--- config.mk ---
export PLATFORM = sky130hd
export DESIGN_NAME = eros_monitor
export DESIGN_NICKNAME = d
export VERILOG_FILES = /design/src/core/eros_pkg.sv /design/src/core/eros_flags.sv /design/src/core/eros_monitor.sv
export SDC_FILE = /design/constraint.sdc
export NUM_CORES = 1
export LEC_CHECK = 0
export BUFFER_PORTS_ARGS = -buffer_cell sky130_fd_sc_hd__buf_2
export CORE_ASPECT_RATIO = 2
export CORE_UTILIZATION = 31
export CTS_CLUSTER_SIZE = 25
export DETAILED_ROUTE_END_ITERATION = 8
export PLACE_DENSITY_LB_ADDON = 0.25
export SETUP_SLACK_MARGIN = 0.3
export SYNTH_ARGS = -nofsm -noshare
export SYNTH_HDL_FRONTEND = slang
export SYNTH_HIERARCHICAL = 1
export SYNTH_SLANG_ARGS = --single-unit
--- constraint.sdc ---
create_clock -name clk_sys -period 4.9 [get_ports clk_sys]
set_clock_uncertainty 0.1 [all_clocks]
set_input_delay 1.225 -clock clk_sys [delete_from_list [all_inputs] [get_ports clk_sys]]
set_output_delay 1.225 -clock clk_sys [all_outputs]
set_load 0.01 [all_outputs]
--- src/core/eros_pkg.sv ---
/*
 Constants, field layouts and carrier types of the E1 receive overhead
 and synchronisation monitor.
 Assumes a framer on the same clock that supplies bit positions and
 basic frame, CRC and signalling multiframe counters.
*/
// Behaviour
// - Basic frame loss forces CRC multiframe loss
// - CRC multiframe loss suspends listed error detectors
// - Basic frame loss forces signalling multiframe loss
// - Pattern error or zero slot16 drops signalling alignment
// - Signalling search restarts only with basic alignment
// - Signalling loss suspends signalling pattern errors
// - International bits captured per frame, held out-of-frame
// - Remote alarm bit captured per NFAS, held
// - National bits captured per NFAS, held
// - Five four-bit national codewords per sub-multiframe
// - De-bounce needs two equal consecutive codewords
// - Codeword register change sets change flag
// - Codeword registers frozen during CRC multiframe loss
// - Spare bits loaded at next signalling multiframe
// - Remote signalling alarm loaded likewise, held
// - Twelve Sa6 bits matched against five codes
// - Aligned mode matches three Sa6 codewords instead
// - Link status on two of three Sa7 zeros
// - Status transitions or events set flags
// - Flags stay set until host clears them
// - Enabled set flag drives interrupt pin
// - Multiframe and sub-multiframe start events flagged
package eros_pkg;

	localparam logic [4:0]  TS0_SLOT    = 5'h00;
	localparam logic [4:0]  TS16_SLOT   = 5'h10;
	localparam logic [4:0]  LAST_SLOT   = 5'h1F;
	localparam logic [2:0]  LAST_BIT    = 3'h7;
	localparam logic [2:0]  FIRST_BIT   = 3'h0;
	localparam logic [2:0]  SUBMF_LAST  = 3'h7;
	localparam logic [3:0]  MF_FIRST    = 4'h0;
	localparam logic [3:0]  SA6_RUN     = 4'hC;
	localparam logic [1:0]  SA7_RUN     = 2'h3;
	localparam int          NUM_CW      = 5;
	localparam int          NUM_CODES   = 5;
	localparam logic [11:0] SA6_CODES [NUM_CODES] = '{12'h888, 12'hAAA, 12'hCCC, 12'hEEE,
		12'hFFF};

	// Flag vector positions
	localparam int F_INTERWORK = 0;
	localparam int F_BASIC     = 1;
	localparam int F_CRCMF     = 2;
	localparam int F_SIGMF     = 3;
	localparam int F_COFA      = 4;
	localparam int F_FAS_ERR   = 5;
	localparam int F_CMF_ERR   = 6;
	localparam int F_SMF_ERR   = 7;
	localparam int F_CRC4      = 8;
	localparam int F_OFFLINE   = 9;
	localparam int F_FEBE      = 10;
	localparam int F_RAICRC    = 11;
	localparam int F_CFEBE     = 12;
	localparam int F_CMF_START = 13;
	localparam int F_SUB_START = 14;
	localparam int F_SMF_START = 15;
	localparam int F_CW_BASE   = 16;
	localparam int F_CODE_BASE = 21;
	localparam int F_NT_FEBE   = 26;
	localparam int F_NT_CRC    = 27;
	localparam int F_LINK      = 28;
	localparam int F_EXCRC     = 29;
	localparam int FLAG_W      = 30;

	// Bit position supplied by the framer
	typedef struct packed {
		logic       bit_strobe;
		logic       data_bit;
		logic [4:0] slot;
		logic [2:0] bit_idx;
		logic [3:0] crc_frame;
		logic [3:0] sig_frame;
	} eros_pos_type;

	// Search results and raw conditions from the framer
	typedef struct packed {
		logic basic_lost;
		logic crc_mf_fail;
		logic crc_mf_found;
		logic sig_mf_found;
		logic offline;
		logic interwork;
		logic raicrc_cond;
		logic cfebe_cond;
	} eros_sync_type;

	// Raw one-cycle error events from the detectors
	typedef struct packed {
		logic fas;
		logic crc_mf;
		logic crc4;
		logic excrc;
		logic febe;
		logic nt_crc;
		logic nt_febe;
		logic cofa;
	} eros_err_type;

	typedef struct packed {
		logic sig_mf_pattern_loss_criterion;
		logic slot16_zero_loss_criterion;
		logic national_codeword_debounce;
		logic code6_subframe_align_select;
	} eros_cfg_type;

	typedef struct packed {
		logic [1:0] si;
		logic       alarm;
		logic [4:0] sa;
		logic [2:0] spare;
		logic       sig_alarm;
	} eros_ovh_type;

	typedef struct packed {
		logic basic_frame_loss_status;
		logic crc_mf_loss_status;
		logic sig_mf_loss_status;
		logic offline_search_status;
		logic crc_noncrc_interwork_status;
		logic alarm_and_block_err_status;
		logic continuous_block_err_status;
		logic link_id_status;
	} eros_stat_type;

endpackage

--- src/core/eros_flags.sv ---
/*
 Sticky indication flags with per-flag enables and one interrupt output.
 Assumes set and clear pulses on the same clock; set wins over clear.
*/
`timescale 1ns/1ps
module eros_flags
#(
	parameter int W = 8
)
(
	input  wire logic         clk_sys,
	input  wire logic         rst_b,
	input  wire logic [W-1:0] set_pulse,
	input  wire logic [W-1:0] clear_pulse,
	input  wire logic [W-1:0] enable,
	output logic      [W-1:0] flag_reg,
	output logic              irq_reg
);
	logic [W-1:0] flag_next;

	// Set wins over a clear in the same cycle
	assign flag_next = set_pulse | (flag_reg & ~clear_pulse);

	always_ff @(posedge clk_sys)
	begin
		if (!rst_b)
			flag_reg <= '0;
		else
			flag_reg <= flag_next;
	end

	// Interrupt from enabled flags
	always_ff @(posedge clk_sys)
	begin
		if (!rst_b)
			irq_reg <= 1'b0;
		else
			irq_reg <= |(flag_next & enable);
	end
endmodule

--- src/core/eros_monitor.sv ---
/*
 E1 receive overhead extraction and multiframe loss monitor.
 Assumes framer inputs on clk_sys; bit_strobe marks one line bit,
 positions and counters are valid with it.
*/
`timescale 1ns/1ps
module eros_monitor
	import eros_pkg::*;
(
	input  wire logic                   clk_sys,
	input  wire logic                   rst_b,
	input  wire eros_pos_type           pos,
	input  wire eros_sync_type          sync_in,
	input  wire eros_err_type           err_in,
	input  wire eros_cfg_type           cfg,
	input  wire logic [FLAG_W-1:0]      flag_clear,
	input  wire logic [FLAG_W-1:0]      flag_enable,
	output eros_ovh_type                ovh_reg,
	output logic [NUM_CW-1:0][3:0]      codeword_reg,
	output eros_stat_type               stat_reg,
	output eros_err_type                pm_event_reg,
	output logic                        sig_search_enable_reg,
	output logic [FLAG_W-1:0]           flag_reg,
	output logic                        irq_reg
);
	logic                     ts0_end;
	logic                     ts16_end;
	logic                     frame_start;
	logic [7:0]               slot_byte;
	logic                     is_nfas;
	logic                     basic_ok;
	logic                     sub_end;
	logic [6:0]               shift_reg;
	logic [NUM_CW-1:0][3:0]   asm_reg;
	logic [NUM_CW-1:0][3:0]   asm_next;
	logic [NUM_CW-1:0][3:0]   prev_cw_reg;
	logic [NUM_CW-1:0]        cw_change;
	logic [3:0]               spare_pend_reg;
	logic                     sig_pat_err;
	logic                     sig_zero;
	logic                     crc_lost_next;
	logic                     sig_lost_next;
	logic [11:0]              sa6_bits_reg;
	logic [3:0]               sa6_cnt_reg;
	logic [11:0]              sa6_cw_hist_reg;
	logic [1:0]               sa6_cw_cnt_reg;
	logic [11:0]              sa6_bits_next;
	logic [11:0]              sa6_cw_next;
	logic [NUM_CODES-1:0]     code_hit;
	logic [2:0]               sa7_bits_reg;
	logic [1:0]               sa7_cnt_reg;
	logic [2:0]               sa7_next;
	logic                     link_next;
	eros_stat_type            stat_next;
	logic [FLAG_W-1:0]        flag_set;

	// Bit position decode
	assign ts0_end     = pos.bit_strobe && pos.slot == TS0_SLOT && pos.bit_idx == LAST_BIT;
	assign ts16_end    = pos.bit_strobe && pos.slot == TS16_SLOT && pos.bit_idx == LAST_BIT;
	assign frame_start = pos.bit_strobe && pos.slot == TS0_SLOT && pos.bit_idx == FIRST_BIT;
	assign slot_byte   = {shift_reg, pos.data_bit};
	assign is_nfas     = slot_byte[6];
	assign basic_ok    = !sync_in.basic_lost;
	assign sub_end     = ts0_end && is_nfas && pos.crc_frame[2:0] == SUBMF_LAST;

	// Slot byte shifter, first received bit ends up as MSB
	always_ff @(posedge clk_sys)
	begin
		if (!rst_b)
			shift_reg <= 7'h00;
		else if (pos.bit_strobe)
			shift_reg <= {shift_reg[5:0], pos.data_bit};
	end

	// CRC multiframe loss follows basic loss or failed search
	always_comb
	begin
		crc_lost_next = stat_reg.crc_mf_loss_status;
		if (sync_in.basic_lost || sync_in.crc_mf_fail)
			crc_lost_next = 1'b1;
		else if (sync_in.crc_mf_found)
			crc_lost_next = 1'b0;
	end

	// Signalling multiframe alignment check in slot 16
	assign sig_pat_err = ts16_end && pos.sig_frame == MF_FIRST && slot_byte[7:4] != 4'h0
		&& !stat_reg.sig_mf_loss_status;
	assign sig_zero    = ts16_end && slot_byte == 8'h00;

	always_comb
	begin
		sig_lost_next = stat_reg.sig_mf_loss_status;
		if (sync_in.basic_lost)
			sig_lost_next = 1'b1;
		else if ((cfg.sig_mf_pattern_loss_criterion && sig_pat_err)
			|| (cfg.slot16_zero_loss_criterion && sig_zero))
			sig_lost_next = 1'b1;
		else if (sync_in.sig_mf_found && sig_search_enable_reg)
			sig_lost_next = 1'b0;
	end

	// Status bits
	always_comb
	begin
		stat_next = stat_reg;
		stat_next.basic_frame_loss_status     = sync_in.basic_lost;
		stat_next.crc_mf_loss_status          = crc_lost_next;
		stat_next.sig_mf_loss_status          = sig_lost_next;
		stat_next.offline_search_status       = sync_in.offline;
		stat_next.crc_noncrc_interwork_status = sync_in.interwork;
		stat_next.alarm_and_block_err_status  = sync_in.raicrc_cond && !crc_lost_next;
		stat_next.continuous_block_err_status = sync_in.cfebe_cond && !crc_lost_next;
		stat_next.link_id_status              = link_next;
	end

	always_ff @(posedge clk_sys)
	begin
		if (!rst_b)
			stat_reg <= '{crc_mf_loss_status: 1'b1, sig_mf_loss_status: 1'b1,
				basic_frame_loss_status: 1'b1, default: 1'b0};
		else
			stat_reg <= stat_next;
	end

	// Signalling search allowed only with basic alignment
	always_ff @(posedge clk_sys)
	begin
		if (!rst_b)
			sig_search_enable_reg <= 1'b0;
		else
			sig_search_enable_reg <= sig_lost_next && basic_ok;
	end

	// Error events other than cofa forwarded only while CRC multiframe alignment holds
	always_ff @(posedge clk_sys)
	begin
		if (!rst_b)
			pm_event_reg <= '0;
		else if (stat_reg.crc_mf_loss_status)
			pm_event_reg <= '{cofa: err_in.cofa, default: 1'b0};
		else
			pm_event_reg <= err_in;
	end

	// TS0 bits per frame; TS16 spare bits wait for the next multiframe start
	always_ff @(posedge clk_sys)
	begin
		if (!rst_b)
		begin
			ovh_reg        <= '0;
			spare_pend_reg <= 4'h0;
		end
		else
		begin
			if (ts0_end && basic_ok && is_nfas)
			begin
				ovh_reg.si[1] <= slot_byte[7];
				ovh_reg.alarm <= slot_byte[5];
				ovh_reg.sa    <= slot_byte[4:0];
			end
			if (ts0_end && basic_ok && !is_nfas)
				ovh_reg.si[0] <= slot_byte[7];
			if (ts16_end && pos.sig_frame == MF_FIRST && !stat_reg.sig_mf_loss_status)
				spare_pend_reg <= slot_byte[3:0];
			if (frame_start && pos.sig_frame == MF_FIRST && !stat_reg.sig_mf_loss_status)
			begin
				ovh_reg.spare     <= {spare_pend_reg[3], spare_pend_reg[1:0]};
				ovh_reg.sig_alarm <= spare_pend_reg[2];
			end
		end
	end

	// Codeword assembly, one bit per NFAS frame for each Sa bit
	always_comb
	begin
		for (int i = 0; i < NUM_CW; i++)
			asm_next[i] = {asm_reg[i][2:0], slot_byte[NUM_CW-1-i]};
	end

	always_ff @(posedge clk_sys)
	begin
		if (!rst_b)
			asm_reg <= '0;
		else if (ts0_end && is_nfas && !stat_reg.crc_mf_loss_status)
			asm_reg <= asm_next;
	end

	// Codeword registers with optional de-bounce
	always_comb
	begin
		for (int i = 0; i < NUM_CW; i++)
			cw_change[i] = sub_end && !stat_reg.crc_mf_loss_status
				&& (!cfg.national_codeword_debounce || asm_next[i] == prev_cw_reg[i])
				&& asm_next[i] != codeword_reg[i];
	end

	always_ff @(posedge clk_sys)
	begin
		if (!rst_b)
		begin
			prev_cw_reg  <= '0;
			codeword_reg <= '0;
		end
		else if (sub_end && !stat_reg.crc_mf_loss_status)
		begin
			prev_cw_reg <= asm_next;
			for (int i = 0; i < NUM_CW; i++)
				if (cw_change[i])
					codeword_reg[i] <= asm_next[i];
		end
	end

	// Sa6 run of twelve bits and run of three codewords
	assign sa6_bits_next = {sa6_bits_reg[10:0], slot_byte[2]};
	assign sa6_cw_next   = {sa6_cw_hist_reg[7:0], asm_next[2]};

	always_ff @(posedge clk_sys)
	begin
		if (!rst_b || sync_in.basic_lost)
		begin
			sa6_bits_reg <= 12'h000;
			sa6_cnt_reg  <= 4'h0;
		end
		else if (ts0_end && is_nfas)
		begin
			sa6_bits_reg <= sa6_bits_next;
			if (sa6_cnt_reg != SA6_RUN)
				sa6_cnt_reg <= sa6_cnt_reg + 4'h1;
		end
	end

	always_ff @(posedge clk_sys)
	begin
		if (!rst_b || stat_reg.crc_mf_loss_status)
		begin
			sa6_cw_hist_reg <= 12'h000;
			sa6_cw_cnt_reg  <= 2'h0;
		end
		else if (sub_end)
		begin
			sa6_cw_hist_reg <= sa6_cw_next;
			if (sa6_cw_cnt_reg != 2'h3)
				sa6_cw_cnt_reg <= sa6_cw_cnt_reg + 2'h1;
		end
	end

	// Code comparison, codeword mode when aligned and selected
	always_comb
	begin
		for (int i = 0; i < NUM_CODES; i++)
		begin
			if (cfg.code6_subframe_align_select && !stat_reg.crc_mf_loss_status)
				code_hit[i] = sub_end && sa6_cw_cnt_reg >= 2'h2
					&& sa6_cw_next == SA6_CODES[i];
			else
				code_hit[i] = ts0_end && is_nfas && basic_ok
					&& sa6_cnt_reg >= SA6_RUN - 4'h1
					&& sa6_bits_next == SA6_CODES[i];
		end
	end

	// Sliding window of three Sa7 bits
	assign sa7_next = {sa7_bits_reg[1:0], slot_byte[1]};

	always_ff @(posedge clk_sys)
	begin
		if (!rst_b || sync_in.basic_lost)
		begin
			sa7_bits_reg <= 3'h7;
			sa7_cnt_reg  <= 2'h0;
		end
		else if (ts0_end && is_nfas)
		begin
			sa7_bits_reg <= sa7_next;
			if (sa7_cnt_reg != SA7_RUN)
				sa7_cnt_reg <= sa7_cnt_reg + 2'h1;
		end
	end

	// Two zeros among three bits, only with basic alignment
	always_comb
	begin
		link_next = stat_reg.link_id_status;
		if (sync_in.basic_lost)
			link_next = 1'b0;
		else if (ts0_end && is_nfas && sa7_cnt_reg >= SA7_RUN - 2'h1)
			link_next = (2'(!sa7_next[0]) + 2'(!sa7_next[1]) + 2'(!sa7_next[2])) >= 2'h2;
	end

	// Flag sources: status transitions and direct events
	always_comb
	begin
		flag_set = '0;
		flag_set[F_INTERWORK] = stat_next.crc_noncrc_interwork_status
			!= stat_reg.crc_noncrc_interwork_status;
		flag_set[F_BASIC]     = stat_next.basic_frame_loss_status
			!= stat_reg.basic_frame_loss_status;
		flag_set[F_CRCMF]     = stat_next.crc_mf_loss_status != stat_reg.crc_mf_loss_status;
		flag_set[F_SIGMF]     = stat_next.sig_mf_loss_status != stat_reg.sig_mf_loss_status;
		flag_set[F_OFFLINE]   = stat_next.offline_search_status
			!= stat_reg.offline_search_status;
		flag_set[F_RAICRC]    = stat_next.alarm_and_block_err_status
			!= stat_reg.alarm_and_block_err_status;
		flag_set[F_CFEBE]     = stat_next.continuous_block_err_status
			!= stat_reg.continuous_block_err_status;
		flag_set[F_LINK]      = stat_next.link_id_status != stat_reg.link_id_status;
		flag_set[F_COFA]      = err_in.cofa;
		flag_set[F_FAS_ERR]   = err_in.fas && !stat_reg.crc_mf_loss_status;
		flag_set[F_CMF_ERR]   = err_in.crc_mf && !stat_reg.crc_mf_loss_status;
		flag_set[F_CRC4]      = err_in.crc4 && !stat_reg.crc_mf_loss_status;
		flag_set[F_EXCRC]     = err_in.excrc && !stat_reg.crc_mf_loss_status;
		flag_set[F_FEBE]      = err_in.febe && !stat_reg.crc_mf_loss_status;
		flag_set[F_NT_FEBE]   = err_in.nt_febe && !stat_reg.crc_mf_loss_status;
		flag_set[F_NT_CRC]    = err_in.nt_crc && !stat_reg.crc_mf_loss_status;
		flag_set[F_SMF_ERR]   = sig_pat_err;
		flag_set[F_CMF_START] = frame_start && pos.crc_frame == MF_FIRST
			&& !stat_reg.crc_mf_loss_status;
		flag_set[F_SUB_START] = frame_start && pos.crc_frame[2:0] == 3'h0
			&& !stat_reg.crc_mf_loss_status;
		flag_set[F_SMF_START] = frame_start && pos.sig_frame == MF_FIRST
			&& !stat_reg.sig_mf_loss_status;
		flag_set[F_CW_BASE +: NUM_CW]      = cw_change;
		flag_set[F_CODE_BASE +: NUM_CODES] = code_hit;
	end

	// Sticky flags and interrupt
	eros_flags
	#(
		.W(FLAG_W)
	)
	u_flags
	(
		.clk_sys     (clk_sys),
		.rst_b       (rst_b),
		.set_pulse   (flag_set),
		.clear_pulse (flag_clear),
		.enable      (flag_enable),
		.flag_reg    (flag_reg),
		.irq_reg     (irq_reg)
	);
endmodule

== Word-level counts from Yosys, hierarchy flattened ==
Cells that the tools add are included.

* ROM bits: 0
* Output and inout port bits: 80
* Memories: 0
* Bits in registers: 155
* Bits in writable memories: 0
* Latch bits: 0

* Multipliers: 0
* Reductions and logical operators: 97
* Add/sub/neg operators: 5
* Muxes and demuxes: 12
* Divide/modulo/power cells: 0
* $lt $le $gt $ge: 4
* Bitwise gates (word level): 5
* Shifts and indexed selects: 0
* Equal/unequal tests: 34

{| class="wikitable"
|+ Operators with widths
! operator !! number
|-
| $eq 12x12->1 const B || 10
|-
| $logic_and 1x1->1 || 61
|-
| $and 30x30->30 || 2
|-
| $not 30->30 || 1
|-
| $or 30x30->30 || 1
|-
| $reduce_or 30->1 || 1
|-
| $eq 4x4->1 || 5
|-
| $ne 4x4->1 || 5
|-
| $reduce_and 2->1 || 8
|-
| $mux 1 || 12
|-
| $logic_not 1->1 || 10
|-
| $logic_or 1x1->1 || 9
|-
| $logic_not 4->1 || 2
|-
| $logic_not 8->1 || 1
|-
| $ne 1x1->1 || 8
|-
| $eq 3x3->1 const B || 2
|-
| $ge 2x2->1 const B || 3
|-
| $logic_not 3->1 || 2
|-
| $eq 5x5->1 const B || 1
|-
| $logic_not 5->1 || 1
|-
| $add 2x1->2 const B || 2
|-
| $add 4x1->4 const B || 1
|-
| $ge 4x4->1 const B || 1
|-
| $ne 2x2->1 const B || 2
|-
| other kinds (6) || 6
|}

== Logic depth before layout (Yosys ltp) ==
Gate-level depths: netlist of the first run.

* Depth after elaboration: 14
* Gate-level depth with buffers: 11
* Gate-level depth less buffers: 10

== Hierarchy ==
Netlist of the first run, hierarchy kept.

{| class="wikitable"
|+ By module, submodules not included
! module !! cells an instance !! seq. area each (um^2) !! instances !! area each (um^2)
|-
| eros_monitor || 684 || 2482.4 || 1 || 5783.0
|-
| eros_flags || 135 || 620.6 || 1 || 1367.6
|}

== Worst setup path after synthesis of the first run ==
Ideal clock, no wire load.

* Kind: input port to flip-flop
* Start: in pos[16] (netlist name)
* End: reg u_flags.irq_reg
* Arrival: 2.895 ns
* Setup slack: 1.778 ns
* Setup time: 0.127 ns
* Stages on the path: 9
* Path through: buf_2 or4b_1 nor3b_1 o21a_1 o211ai_1 o21ai_1 nand4_1 nor4_1 a21boi_1

* Word-level cells in the longest chain between the ends: 10

{| class="wikitable"
|+ RTL lines
! item !! RTL line !! text
|-
| start: declaration || eros_monitor.sv:12 || <nowiki>input wire eros_pos_type pos,</nowiki>
|-
| $logic_not 8->1 || eros_monitor.sv:88 || <nowiki>assign sig_zero = ts16_end && slot_byte == 8'h00;</nowiki>
|-
| $logic_and 1x1->1 || eros_monitor.sv:88 ||
|-
| $logic_and 1x1->1 || eros_monitor.sv:96 || <nowiki>|| (cfg.slot16_zero_loss_criterion && sig_zero))</nowiki>
|-
| $logic_or 1x1->1 || eros_monitor.sv:96 ||
|-
| $mux 1 || eros_monitor.sv:95 || <nowiki>else if ((cfg.sig_mf_pattern_loss_criterion && sig_pat_err)</nowiki>
|-
| $mux 1 || eros_monitor.sv:93 || <nowiki>if (sync_in.basic_lost)</nowiki>
|-
| $ne 1x1->1 || eros_monitor.sv:299 || <nowiki>flag_set[F_SIGMF] = stat_next.sig_mf_loss_status != stat_reg.sig_mf_loss_status;</nowiki>
|-
| net flag_set[3] || eros_monitor.sv:55 || <nowiki>logic [FLAG_W-1:0] flag_set;</nowiki>
|-
| $or 30x30->30 || eros_flags.sv:22 || <nowiki>assign flag_next = set_pulse | (flag_reg & ~clear_pulse);</nowiki>
|-
| $and 30x30->30 || eros_flags.sv:38 || <nowiki>irq_reg <= |(flag_next & enable);</nowiki>
|-
| $reduce_or 30->1 || eros_flags.sv:38 ||
|-
| end signal: assignment || eros_flags.sv:38 ||
|-
| end: declaration || eros_flags.sv:17 || <nowiki>output logic irq_reg</nowiki>
|}

The timed path passes the listed nets, and every way through them passes these cells.
A chain may end at the register's enable or synchronous reset.

== Worst setup path after layout of the first run ==
* Start: in pos[17] (netlist name)
* End: reg u_flags.irq_reg

{| class="wikitable"
|+ RTL lines
! item !! RTL line !! text
|-
| $logic_and 1x1->1 * (2 in a row) || eros_monitor.sv:58 || <nowiki>assign ts0_end = pos.bit_strobe && pos.slot == TS0_SLOT && pos.bit_idx == LAST_BIT;</nowiki>
|-
| $logic_and 1x1->1 * || eros_monitor.sv:64, eros_monitor.sv:256 ||
|-
| $logic_and 1x1->1 (on tied branches) || eros_monitor.sv:256, eros_monitor.sv:64 ||
|-
| $logic_and 1x1->1 (on tied branches) || eros_monitor.sv:257, eros_monitor.sv:253 ||
|-
| $logic_and 1x1->1 (on tied branches) || eros_monitor.sv:258, eros_monitor.sv:254 ||
|-
| $mux 1 * || eros_monitor.sv:252 || <nowiki>if (cfg.code6_subframe_align_select && !stat_reg.crc_mf_loss_status)</nowiki>
|-
| net code_hit[4] || eros_monitor.sv:49 || <nowiki>logic [NUM_CODES-1:0] code_hit;</nowiki>
|-
| $or 30x30->30 * || eros_flags.sv:22 ||
|-
| $and 30x30->30 * || eros_flags.sv:38 ||
|-
| $reduce_or 30->1 * || eros_flags.sv:38 ||
|}

The timed path passes the listed nets; every way through them passes the cells marked *.

==> summary.txt, run 1 <==
Critical path
  – Worst setup SP type: input port
  – Crit-path cells: buf_2 > nand4bb_1 > nor4_4 > nand3_1 > o22ai_1 > o21ai_0 > nand4_1 > nor4_1 > a21boi_1
  – Critical Path RT: a little over 5 ns
  – WP buf/inv: 1
  – Worst stage delay on the critical path: approximately 0.7 ns
  – Crit path max fanout: 11
  – Crit path kind: in2reg
  – WP data arrival: between 3 and 4 ns
  – CP endpoint kind: flip-flop
  – Top Family by Delay on Critical Path: simple AND/OR/NAND/NOR gates
  – Cell at the slowest stage of the critical path: nor4_4

Floorplan
  – # IOs: 180
  – Row cnt: slightly below 80
  – Die height: between 200 and 250 um
  – Die Area: 0.0237 sq mm
  – Initial core utilization: approximately a third
  – Die X: approximately 110 um
  – Placeable Area: roughly 0.023 sq mm

Clock network
  – CTS tree: done
  – CTS root buf: clkbuf_16
  – CTS Buffer Depth: 2
  – Clk sink count: 155
  – Post-CTS Setup Inserts: 0
  – Worst-Skew Late Latency: about 0.43 ns
  – CTS Hold Bufs: 0
  – Post-CTS Resized: 0
  – TritonCTS Buffers: 17
  – Htree depth: 4
  – Clock slew at the register clock pins of the worst setup and hold paths: approximately 0.06 ns

Pwr
  – Leakage: about 3.5 nW
  – Max VDD drop: roughly 0.00017 V
  – PwrDens: roughly 320 mW/mm^2
  – Total power: 2.82 mW

Finish
  – Max reg flops: 30
  – Fin util: between 30 and 40%
  – Nets: 1072
  – Synth-to-Final Area Change: 23.0%
  – Share of layout cells above drive strength 1: between 20% and 30%
  – Ant. Diodes: 0

STA
  – Max-slew headroom: approximately 37%
  – Final hold slack: around 0.36 ns
  – Final worst setup slack: about 1.7 ns
  – Fin crit period: approximately 3.2 ns
  – Final Hold Fails: 0
  – F_max: ~310 MHz
  – Slew @ Worst Pin: around 0.94 ns
  – RSZ-0062 raised after global routing: no
  – Fin. max-slew vios: 0
  – Final setup violation count: 0
  – Final worst-path cycle share: between 60% and 70%
  – Fin Setup TNS: 0 ns

Flow run
  – Max-cap violation count: 0

Route
  – DRC: 0
  – DR pass1 iterations: 6
  – Initial DRC Count: 356
  – Vias: 6356
  – Routed WL per cell: roughly 17 um
  – Antenna Nets Post-Route: 0
  – Total Wirelength: about 22000 um
  – Drt via density: a little over 5

GRT
  – Total global routing overflow: 0
  – First-pass GRT wire length: between 30000 and 40000 um
  – Total GRT Usage: 18.6%
  – Vias in the first global route: 6124
  – Initial antenna violation count: 0
  – Pin count of the biggest net entering global routing: 79

Yosys
  – EDFF count, synth: 0
  – Synthesized area per cell: about 8.7 sq um
  – Cell Area, Synth: 0.00715 sq mm
  – Syn Nets: ~930
  – Unique masters post-synth: 51
  – Fraction of registers with async set/reset: 0%
  – Ys flop type: dfxtp_1
  – Post-Syn Instances: about 820
  – Yosys warns: 6
  – Seq cells post-synth: ~160
  – Register area share after synthesis: a little over two fifths

Place
  – Routability Congestion: about 0.79
  – Setup WS pre-CTS: between 1 and 1.5 ns
  – DP HPWL: roughly 16000 um
  – Port bufs: approximately 180

Status
  – Status: finished, final reports clean

Min path
  – Hold crit path type: reg2reg
[cell type report]
class	count	area (sq um)
Clock buffer	21	460
Clock inverter	11	159
Multi-Input combinational cell	592	3720
Tap cell	280	350
Timing Repair Buffer	186	948
Fill cell	2380	13800
Inverter	13	48.8
Sequential cell	155	3100
[final timing paths]
path | startpoint | end | slack [ns] | cells after the start
worst max-delay path | pos[17] | u_flags/irq_reg | 1.66 | 9
worst max register to register | shift_reg[0] | u_flags/irq_reg | 2.00 | 9
worst min register to register | sa6_bits_reg[10] | sa6_bits_reg[10] | 0.36 | 2
worst min-delay path | sa6_bits_reg[10] | sa6_bits_reg[10] | 0.36 | 2
[tightest hold or removal path, cell delays in order, from the launching register on]
cell     delay (ns)
dfxtp_1        0.31
nand2_1        0.05
a21oi_1        0.05
[Yosys cell counts (2+ instances only)]
cell type  number  area share (%)
dfxtp_1       155              43
nand2_1        98             5.1
a21oi_1        80             5.6
nand4_1        38             3.3
nor2_1         38             2.0
o21a_1         31             3.3
nor2b_1        28             2.4
o21ai_0        28             2.0
clkbuf_1       26             1.4
nand3_1        26             1.8
xnor2_1        24             2.9
mux2i_1        23             3.2
xor2_1         23             2.8
o31ai_1        20             2.1
buf_2          19             1.3
nor3_1         17             1.2
o21ai_1        17             1.2
and2_1         13             1.1
inv_1          12            0.63
nor2b_4        12             2.3
ha_1            7             1.2
nor4_1          7            0.61
and4_1          6            0.73
o41ai_1         6            0.73
and3_1          5            0.44
buf_4           5            0.52
o211ai_1        5            0.52
o22ai_1         5            0.44
o41a_1          5            0.79
buf_1           4            0.21
clkbuf_2        4            0.28
o21ai_2         4            0.49
a211oi_1        2            0.21
and4b_1         2            0.28
nand2b_1        2            0.17
nand4bb_1       2            0.31
nor3b_1         2            0.21
nor4_2          2            0.35
nor4_4          2            0.59
or3_1           2            0.17
or4_1           2            0.21
[power by group]
group          switching [mW]  internal (mW)
combinational          0.0858         0.0623
clock                   0.552          0.836
sequential             0.0108           1.27
total                   0.648           2.17
[cells by family after synthesis]
group	Yosys count	synth area share (%)
adder cells (fa/ha/maj)	7	1.22
XOR/XNOR	47	5.76
AO/OA/AOI/OAI	206	17.6
buffers and inverters	72	4.55
flip-flops	155	43.4
multiplexers	24	3.38
AND/OR/NAND/NOR	308	24.1
[cell usage in the layout, fill, tap and decap left out, types with 13 or more instances in the layout]
master       n
nor2b_1     28
xnor2_1     24
nor3_1      17
and2_1      13
a21oi_1     80
buf_2      179
nor2_1      38
o21ai_0     28
nand4_1     38
clkbuf_16   17
o21a_1      31
mux2i_1     23
nand3_1     26
nand2_1     98
dfxtp_1    155
o31ai_1     20
o21ai_1     17
xor2_1      23
[layer usage]
metal / vias up / global-route usage (%) / share of wire [%]
met5: - / 0 / 0
met4: 0 / 6.53 / 1.6
met3: 19 / 2.96 / 3.4
met2: 137 / 35.2 / 55
met1: 3006 / 20.1 / 40
li1: 3194 / - / -
[through the flow]
stage,instance area (sq um),cells
2_1_floorplan,7150,819
3_3_place_gp,8170,1226
3_5_place_dp,8170,1226
4_1_cts,8790,1258
5_1_grt,8790,1258
6_report,8790,1258
Note: power is estimated with default switching activity, not from simulation.
==> run 2: changes to the inputs <==
- clock period: 4.9 -> 3.4 ns (I/O delays scaled with it)
==> run 2 against run 1 <==
Net effect: sequential share of layout area fell by 0.29 points; cell area rose by 0.83%; combinational power rose by 50%; critical path depth did not move; clock-buffer cell count fell by 4; worst setup slack got worse by 0.85 ns; critical endpoint unchanged; largest power group unchanged.
==> summary.txt, run 2 (same netlist as run 1, synthesis figures left out) <==
Status
  – Status: finished, final reports clean (unchanged)

STA
  – Slew @ Worst Pin: 0.841 ns (was 0.943 ns)
  – Final setup violation count: 0 (unchanged)
  – Max-slew headroom: 44.0% (was 36.8%)
  – Fin. max-slew vios: 0 (unchanged)
  – Fin Setup TNS: 0 ns (unchanged)
  – Fin crit period: about 2.6 ns
  – Final worst-path cycle share: 76.2%
  – RSZ-0062 raised after global routing: no (unchanged)
  – Final Hold Fails: 0 (unchanged)
  – F_max: 386 MHz
  – Final worst setup slack: 0.808 ns (was 1.66 ns)

Clock network
  – Post-CTS Resized: 0 (unchanged)
  – CTS Buffer Depth: 2 (unchanged)
  – Post-CTS Setup Inserts: 0 (unchanged)
  – CTS tree: done (unchanged)
  – Worst-Skew Late Latency: 0.44 ns (was 0.43 ns)
  – CTS root buf: clkbuf_16 (unchanged)
  – Clock slew at the register clock pins of the worst setup and hold paths: 0.07 ns (was 0.06 ns)
  – TritonCTS Buffers: 17 (unchanged)
  – Htree depth: 4 (unchanged)
  – CTS Hold Bufs: 0 (unchanged)
  – Clk sink count: 155 (unchanged)

Place
  – Port bufs: 179 (unchanged)
  – Setup WS pre-CTS: 0.344 ns (was 1.22 ns)
  – DP HPWL: 16500 um (was 16400 um)
  – Cells after DPL: 1239 (was 1226)
  – Routability Congestion: 0.832 (was 0.794)
  – Placed inst area: 0.00828 sq mm (was 0.00817 sq mm)

Min path
  – Hold crit path type: reg2reg (unchanged)

Pwr
  – Leakage: 3.52 nW (was 3.47 nW)
  – Max VDD drop: 0.000249 V (was 0.000166 V)
  – PwrDens: 447 mW/mm^2 (was 320 mW/mm^2)

Floorplan
  – Die Area: 0.0237 sq mm (unchanged)
  – Placeable Area: 0.0226 sq mm (unchanged)
  – Initial core utilization: 31.6% (unchanged)
  – Row cnt: 78 (unchanged)
  – Die X: 109 um (unchanged)
  – Die height: 217 um (unchanged)
  – # IOs: 180 (unchanged)

Finish
  – Area of the multi-input gates: 0.00372 sq mm (unchanged)
  – FF+latch area: 0.00310 sq mm (unchanged)
  – Max reg flops: 30 (unchanged)
  – Fill count: 2304 (was 2380)
  – Finished Layout Cells: 1271 (was 1258)
  – Synth-to-Final Area Change: 24.0% (was 23.0%)
  – Most common cell after layout, fill and taps aside: buf_2 (unchanged)
  – Most frequent cells in the layout: buf_2 (179), dfxtp_1 (155), nand2_1 (98) (unchanged)
  – Nets: 1085 (was 1072)
  – Share of layout cells above drive strength 1: 25.6% (was 24.4%)
  – Ant. Diodes: 0 (unchanged)
  – Post-route cell area: 0.00886 sq mm (was 0.00879 sq mm)

GRT
  – Total global routing overflow: 0 (unchanged)
  – First-pass GRT wire length: 33100 um (was 33200 um)
  – Pin count of the biggest net entering global routing: 79 (unchanged)
  – Total GRT Usage: 18.5% (was 18.6%)
  – Initial antenna violation count: 0 (unchanged)
  – Vias in the first global route: 6113 (was 6124)

Critical path
  – Worst stage delay on the critical path: 0.54 ns (was 0.70 ns)
  – Worst setup SP type: input port (unchanged)
  – Crit path kind: in2reg (unchanged)
  – Top Family by Delay on Critical Path: simple AND/OR/NAND/NOR gates (unchanged)
  – Crit path max fanout: 3 (was 11)
  – WP data arrival: 2.81 ns (was 3.50 ns)
  – Crit-path cells: buf_2 > or4b_1 > nor3b_1 > o21a_1 > o211ai_1 > o21ai_1 > nand4_1 > nor4_1 > a21boi_1 (was buf_2 > nand4bb_1 > nor4_4 > nand3_1 > o22ai_1 > o21ai_0 > nand4_1 > nor4_1 > a21boi_1)
  – WP buf/inv: 1 (unchanged)
  – Cell at the slowest stage of the critical path: or4b_1 (was nor4_4)
  – CP endpoint kind: flip-flop (unchanged)
  – Critical Path RT: 3.62 ns (was 5.16 ns)

Flow run
  – Max-cap violation count: 0 (unchanged)

Route
  – Routed WL per cell: 17.1 um (was 17.3 um)
  – Total Wirelength: 21700 um (was 21800 um)
  – DR pass1 iterations: 4 (was 6)
  – Initial DRC Count: 320 (was 356)
  – Vias: 6422 (was 6356)
  – DRC: 0 (unchanged)
  – Antenna Nets Post-Route: 0 (unchanged)
  – Drt via density: 5.05 (about the same)
run 2: area by class of cell:
| type | instances | share of cell area, % |
|---|---|---|
| well taps | 280 | 3.95 |
| inverters | 13 | 0.550 |
| multi-input cells | 592 | 42.0 |
| clock buffers | 17 | 4.80 |
| clock inverters | 15 | 1.76 |
| flip-flops and latches | 155 | 35.0 |
| repair buffers | 199 | 11.9 |
run 2: per-layer routing:
metal	part of all wire (%)	vias to the layer above	GRT usage, %
met5	0	-	0
met4	3.6	0	9.07
met3	4.2	35	3.02
met2	53	163	33.4
met1	39	3008	20.4
li1	-	3216	-
run 2: per-stage QoR:
step	hold WS [ns]	power [mW]	utilization, %
2_1_floorplan	0.336	1.99	-
3_3_place_gp	0.345	2.11	36.6
3_5_place_dp	0.352	2.11	36.6
4_1_cts	0.362	4.01	39.2
5_1_grt	0.383	4.10	39.2
6_report	0.362	3.96	39.2
run 2: final timing paths:
check	startpoint	cells after the start	slack [ns]	endpoint
max	pos[16]	9	0.81	u_flags/irq_reg
min	sa6_cw_hist_reg[7]	2	0.36	sa6_cw_hist_reg[7]
max reg2reg	shift_reg[0]	9	0.82	u_flags/irq_reg
min reg2reg	sa6_cw_hist_reg[7]	2	0.36	sa6_cw_hist_reg[7]
run 2: where the power goes:
group	total [mW]	leakage (nW)	internal [mW]	switching, mW
registers	1.84	1.25	1.83	0.0107
logic	0.222	1.99	0.0938	0.128
clock network	1.90	0.283	1.04	0.862
run 2: worst register-to-register path, delay by kind of cell (launching register included):
family                   cells  cell delay, ns
AO/OA/AOI/OAI                4            0.78
adder cells (fa/ha/maj)      1            0.29
buffers and inverters        1            0.08
flip-flops                   1            0.45
multiplexers                 1            0.36
AND/OR/NAND/NOR              2            0.41
==> run 3: changes to the inputs <==
- clock period: 3.4 -> 2.3 ns (I/O delays scaled with it)
==> run 3 against run 2 <==
Net effect: the run now ends with negative setup slack left; die area unchanged; sequential cell count is the same; cell area up 7.1%; sequential share of layout area decreased by 2.3 points; sequential power grew 48%; clock-buffer cell count grew 2; combinational power rose by 66%; largest power group unchanged; global-route usage shrank 0.16 points; utilization is 2.8 points higher.
==> summary.txt, run 3 (same netlist as run 1, synthesis figures left out) <==
STA
  – Final worst setup slack: -0.0202 ns (was 0.808 ns)
  – Fin crit period: 2.32 ns
  – Final worst-path cycle share: 101%
  – F_max: approximately 430 MHz
  – Final hold slack: 0.258 ns (was 0.362 ns)
  – Max-slew headroom: 49.4% (was 44.0%)
  – Final setup violation count: 1 (was 0)
  – Fin. max-slew vios: 0 (unchanged)
  – Final Hold Fails: 0 (unchanged)
  – RSZ-0062 raised after global routing: yes (was no)
  – Slew @ Worst Pin: 0.749 ns (was 0.841 ns)

Pwr
  – Leakage: 3.86 nW (was 3.52 nW)
  – Max VDD drop: 0.000554 V (was 0.000249 V)
  – Total power: 6.13 mW (was 3.96 mW)
  – PwrDens: 646 mW/mm^2 (was 447 mW/mm^2)
  – Power Internal: 4.73 mW (was 2.96 mW)
  – Gate power share: 6.0% (was 5.6%)
  – Seq pwr share: 44.4% (was 46.5%)
  – Clock power frac: 49.6% (was 47.9%)
  – NetSw: 1.40 mW (was 1.00 mW)
  – Sw frac: 22.8% (was 25.3%)

Route
  – Routed WL per cell: 16.0 um (was 17.1 um)
  – Initial DRC Count: 388 (was 320)
  – DR pass1 iterations: 4 (unchanged)
  – Vias: 6548 (was 6422)
  – Drt via density: 4.92 (was 5.05)
  – DRC: 0 (unchanged)
  – Total Wirelength: 21300 um (was 21700 um)
  – Antenna Nets Post-Route: 0 (unchanged)

GRT
  – First-pass GRT wire length: 32900 um (was 33100 um)
  – Initial antenna violation count: 0 (unchanged)
  – Total GRT Usage: 18.3% (was 18.5%)
  – Total global routing overflow: 0 (unchanged)
  – Vias in the first global route: 6332 (was 6113)
  – Pin count of the biggest net entering global routing: 79 (unchanged)

Critical path
  – Crit path from: shift_reg[0] (was pos[16])
  – Top Family by Delay on Critical Path: compound AO/OA/AOI/OAI gates (was simple AND/OR/NAND/NOR gates)
  – Worst stage delay on the critical path: 0.35 ns (was 0.54 ns)
  – Crit path max fanout: 3 (unchanged)
  – Worst setup SP type: flip-flop (was input port)
  – WP buf/inv: 1 (unchanged)
  – Critical path depth in cells: 9 (unchanged)
  – Worst setup path endpoint: u_flags/irq_reg (unchanged)
  – Cells on worst reg2reg path: 9 (unchanged)
  – Crit-path cells: inv_1 > ha_1 > a21oi_2 > mux2_2 > a22o_1 > o21ai_2 > nand4_1 > nor4_2 > a21boi_1 (was buf_2 > or4b_1 > nor3b_1 > o21a_1 > o211ai_1 > o21ai_1 > nand4_1 > nor4_1 > a21boi_1)
  – CP endpoint kind: flip-flop (unchanged)
  – Cell at the slowest stage of the critical path: dfxtp_2 (was or4b_1)
  – Reg2Reg Setup Slack: -0.02 ns (was 0.82 ns)
  – Worst R2R End: u_flags/irq_reg (unchanged)
  – Critical Path RT: 2.51 ns (was 3.62 ns)
  – Reg-to-reg startpoint: shift_reg[0] (unchanged)
  – WP data arrival: 2.53 ns (was 2.81 ns)
  – Crit path kind: reg2reg (was in2reg)

Finish
  – Share of layout cells above drive strength 1: 31.3% (was 25.6%)
  – Most frequent cells in the layout: buf_2 (179), dfxtp_1 (152), nand2_1 (98) (was buf_2 (179), dfxtp_1 (155), nand2_1 (98))
  – Nets: 1144 (was 1085)
  – Finished Layout Cells: 1330 (was 1271)
  – Synth-to-Final Area Change: 32.8% (was 24.0%)
  – Ant. Diodes: 0 (unchanged)
  – Fin util: 41.9% (was 39.2%)
  – Most common cell after layout, fill and taps aside: buf_2 (unchanged)
  – Post-route cell area: 0.00950 sq mm (was 0.00886 sq mm)
  – Max reg flops: 30 (unchanged)

Place
  – Cells after DPL: 1297 (was 1239)
  – DP HPWL: 16400 um (was 16500 um)
  – Port bufs: 179 (unchanged)
  – Placed inst area: 0.00876 sq mm (was 0.00828 sq mm)
  – Routability Congestion: 0.807 (was 0.832)

Floorplan
  – Die Area: 0.0237 sq mm (unchanged)
  – Die height: 217 um (unchanged)
  – Die X: 109 um (unchanged)
  – Row cnt: 78 (unchanged)
  – Initial core utilization: 31.6% (unchanged)
  – Placeable Area: 0.0226 sq mm (unchanged)
  – # IOs: 180 (unchanged)

Min path
  – Hold crit path type: in2reg (was reg2reg)

Clock network
  – Htree depth: 4 (unchanged)
  – Clk sink count: 155 (unchanged)
  – CTS Buffer Depth: 2 (unchanged)
  – Clock slew at the register clock pins of the worst setup and hold paths: 0.07 ns (about the same)
  – TritonCTS Buffers: 17 (unchanged)
  – Worst-Skew Late Latency: 0.43 ns (was 0.44 ns)
  – CTS root buf: clkbuf_16 (unchanged)
  – CTS Hold Bufs: 0 (unchanged)
  – CTS tree: done (unchanged)

Flow run
  – Max-cap violation count: 0 (unchanged)

Status
  – Failing checks: negative setup slack
  – Status: finished, violations left (was finished, final reports clean)
-- run 3: cell types whose count changed in the layout (fill, tap and decap cells not counted), sizes merged --
cell,previous run,this run
buf,199,258
clkinvlp,2,4
clkinv,4,2
inv,21,16
bufinv,1,4
clkbuf,17,19
-- run 3: layer usage --
| metal | routed length [um] | vias up | part of all wire, % | track usage, % |
|---|---|---|---|---|
| met2 | 11600 | 143 | 55 | 33.9 |
| li1 | - | 3334 | - | - |
| met3 | 769 | 30 | 3.6 | 3.20 |
| met5 | 0 | - | 0 | 0 |
| met1 | 8340 | 3041 | 39 | 19.8 |
| met4 | 562 | 0 | 2.6 | 7.82 |
-- run 3: through the flow --
step	setup slack (ns)	TNS [ns]
2_1_floorplan	-0.0542	-0.0542
3_3_place_gp	-0.496	-0.803
3_5_place_dp	-0.502	-0.952
4_1_cts	-0.101	-0.101
5_1_grt	-0.215	-0.215
6_report	-0.0202	-0.0202
-- run 3: final cells by class --
type / count / area [sq um]
Fill cell: 2332 / 13100
Clock inverter: 13 / 190
Multi-Input combinational cell: 592 / 3810
Clock buffer: 19 / 443
Tap cell: 280 / 350
Inverter: 13 / 48.8
Sequential cell: 155 / 3110
Timing Repair Buffer: 258 / 1540
-- run 3: power by group through the flow --
stage | logic (mW) | registers (mW) | clock network [mW]
after floorplan | 0.151 | 2.79 | 0
after global placement | 0.363 | 2.78 | 0
after detailed placement | 0.365 | 2.78 | 0
after CTS | 0.370 | 2.72 | 3.11
after global routing | 0.402 | 2.72 | 3.21
final | 0.369 | 2.72 | 3.04
-- run 3: repair_timing --
action                                  CTS  global route
resized for setup                         8            12
pin swaps                                 2             6
setup buffers                             0             1
endpoints found under the setup margin    4            16
-- run 3: how the worst min path moves through the flow --
stage                      start  cells past startpoint                to  slack (ns)
3_3_place_gp    sa6_bits_reg[10]                      2  sa6_bits_reg[10]        0.34
5_1_grt               sync_in[0]                      2       stat_reg[1]        0.25
2_1_floorplan   sa6_bits_reg[10]                      2  sa6_bits_reg[10]        0.34
4_1_cts               sync_in[1]                      2       stat_reg[2]        0.24
3_5_place_dp   spare_pend_reg[1]                      2        ovh_reg[2]        0.35
6_report              sync_in[1]                      2       stat_reg[2]        0.26
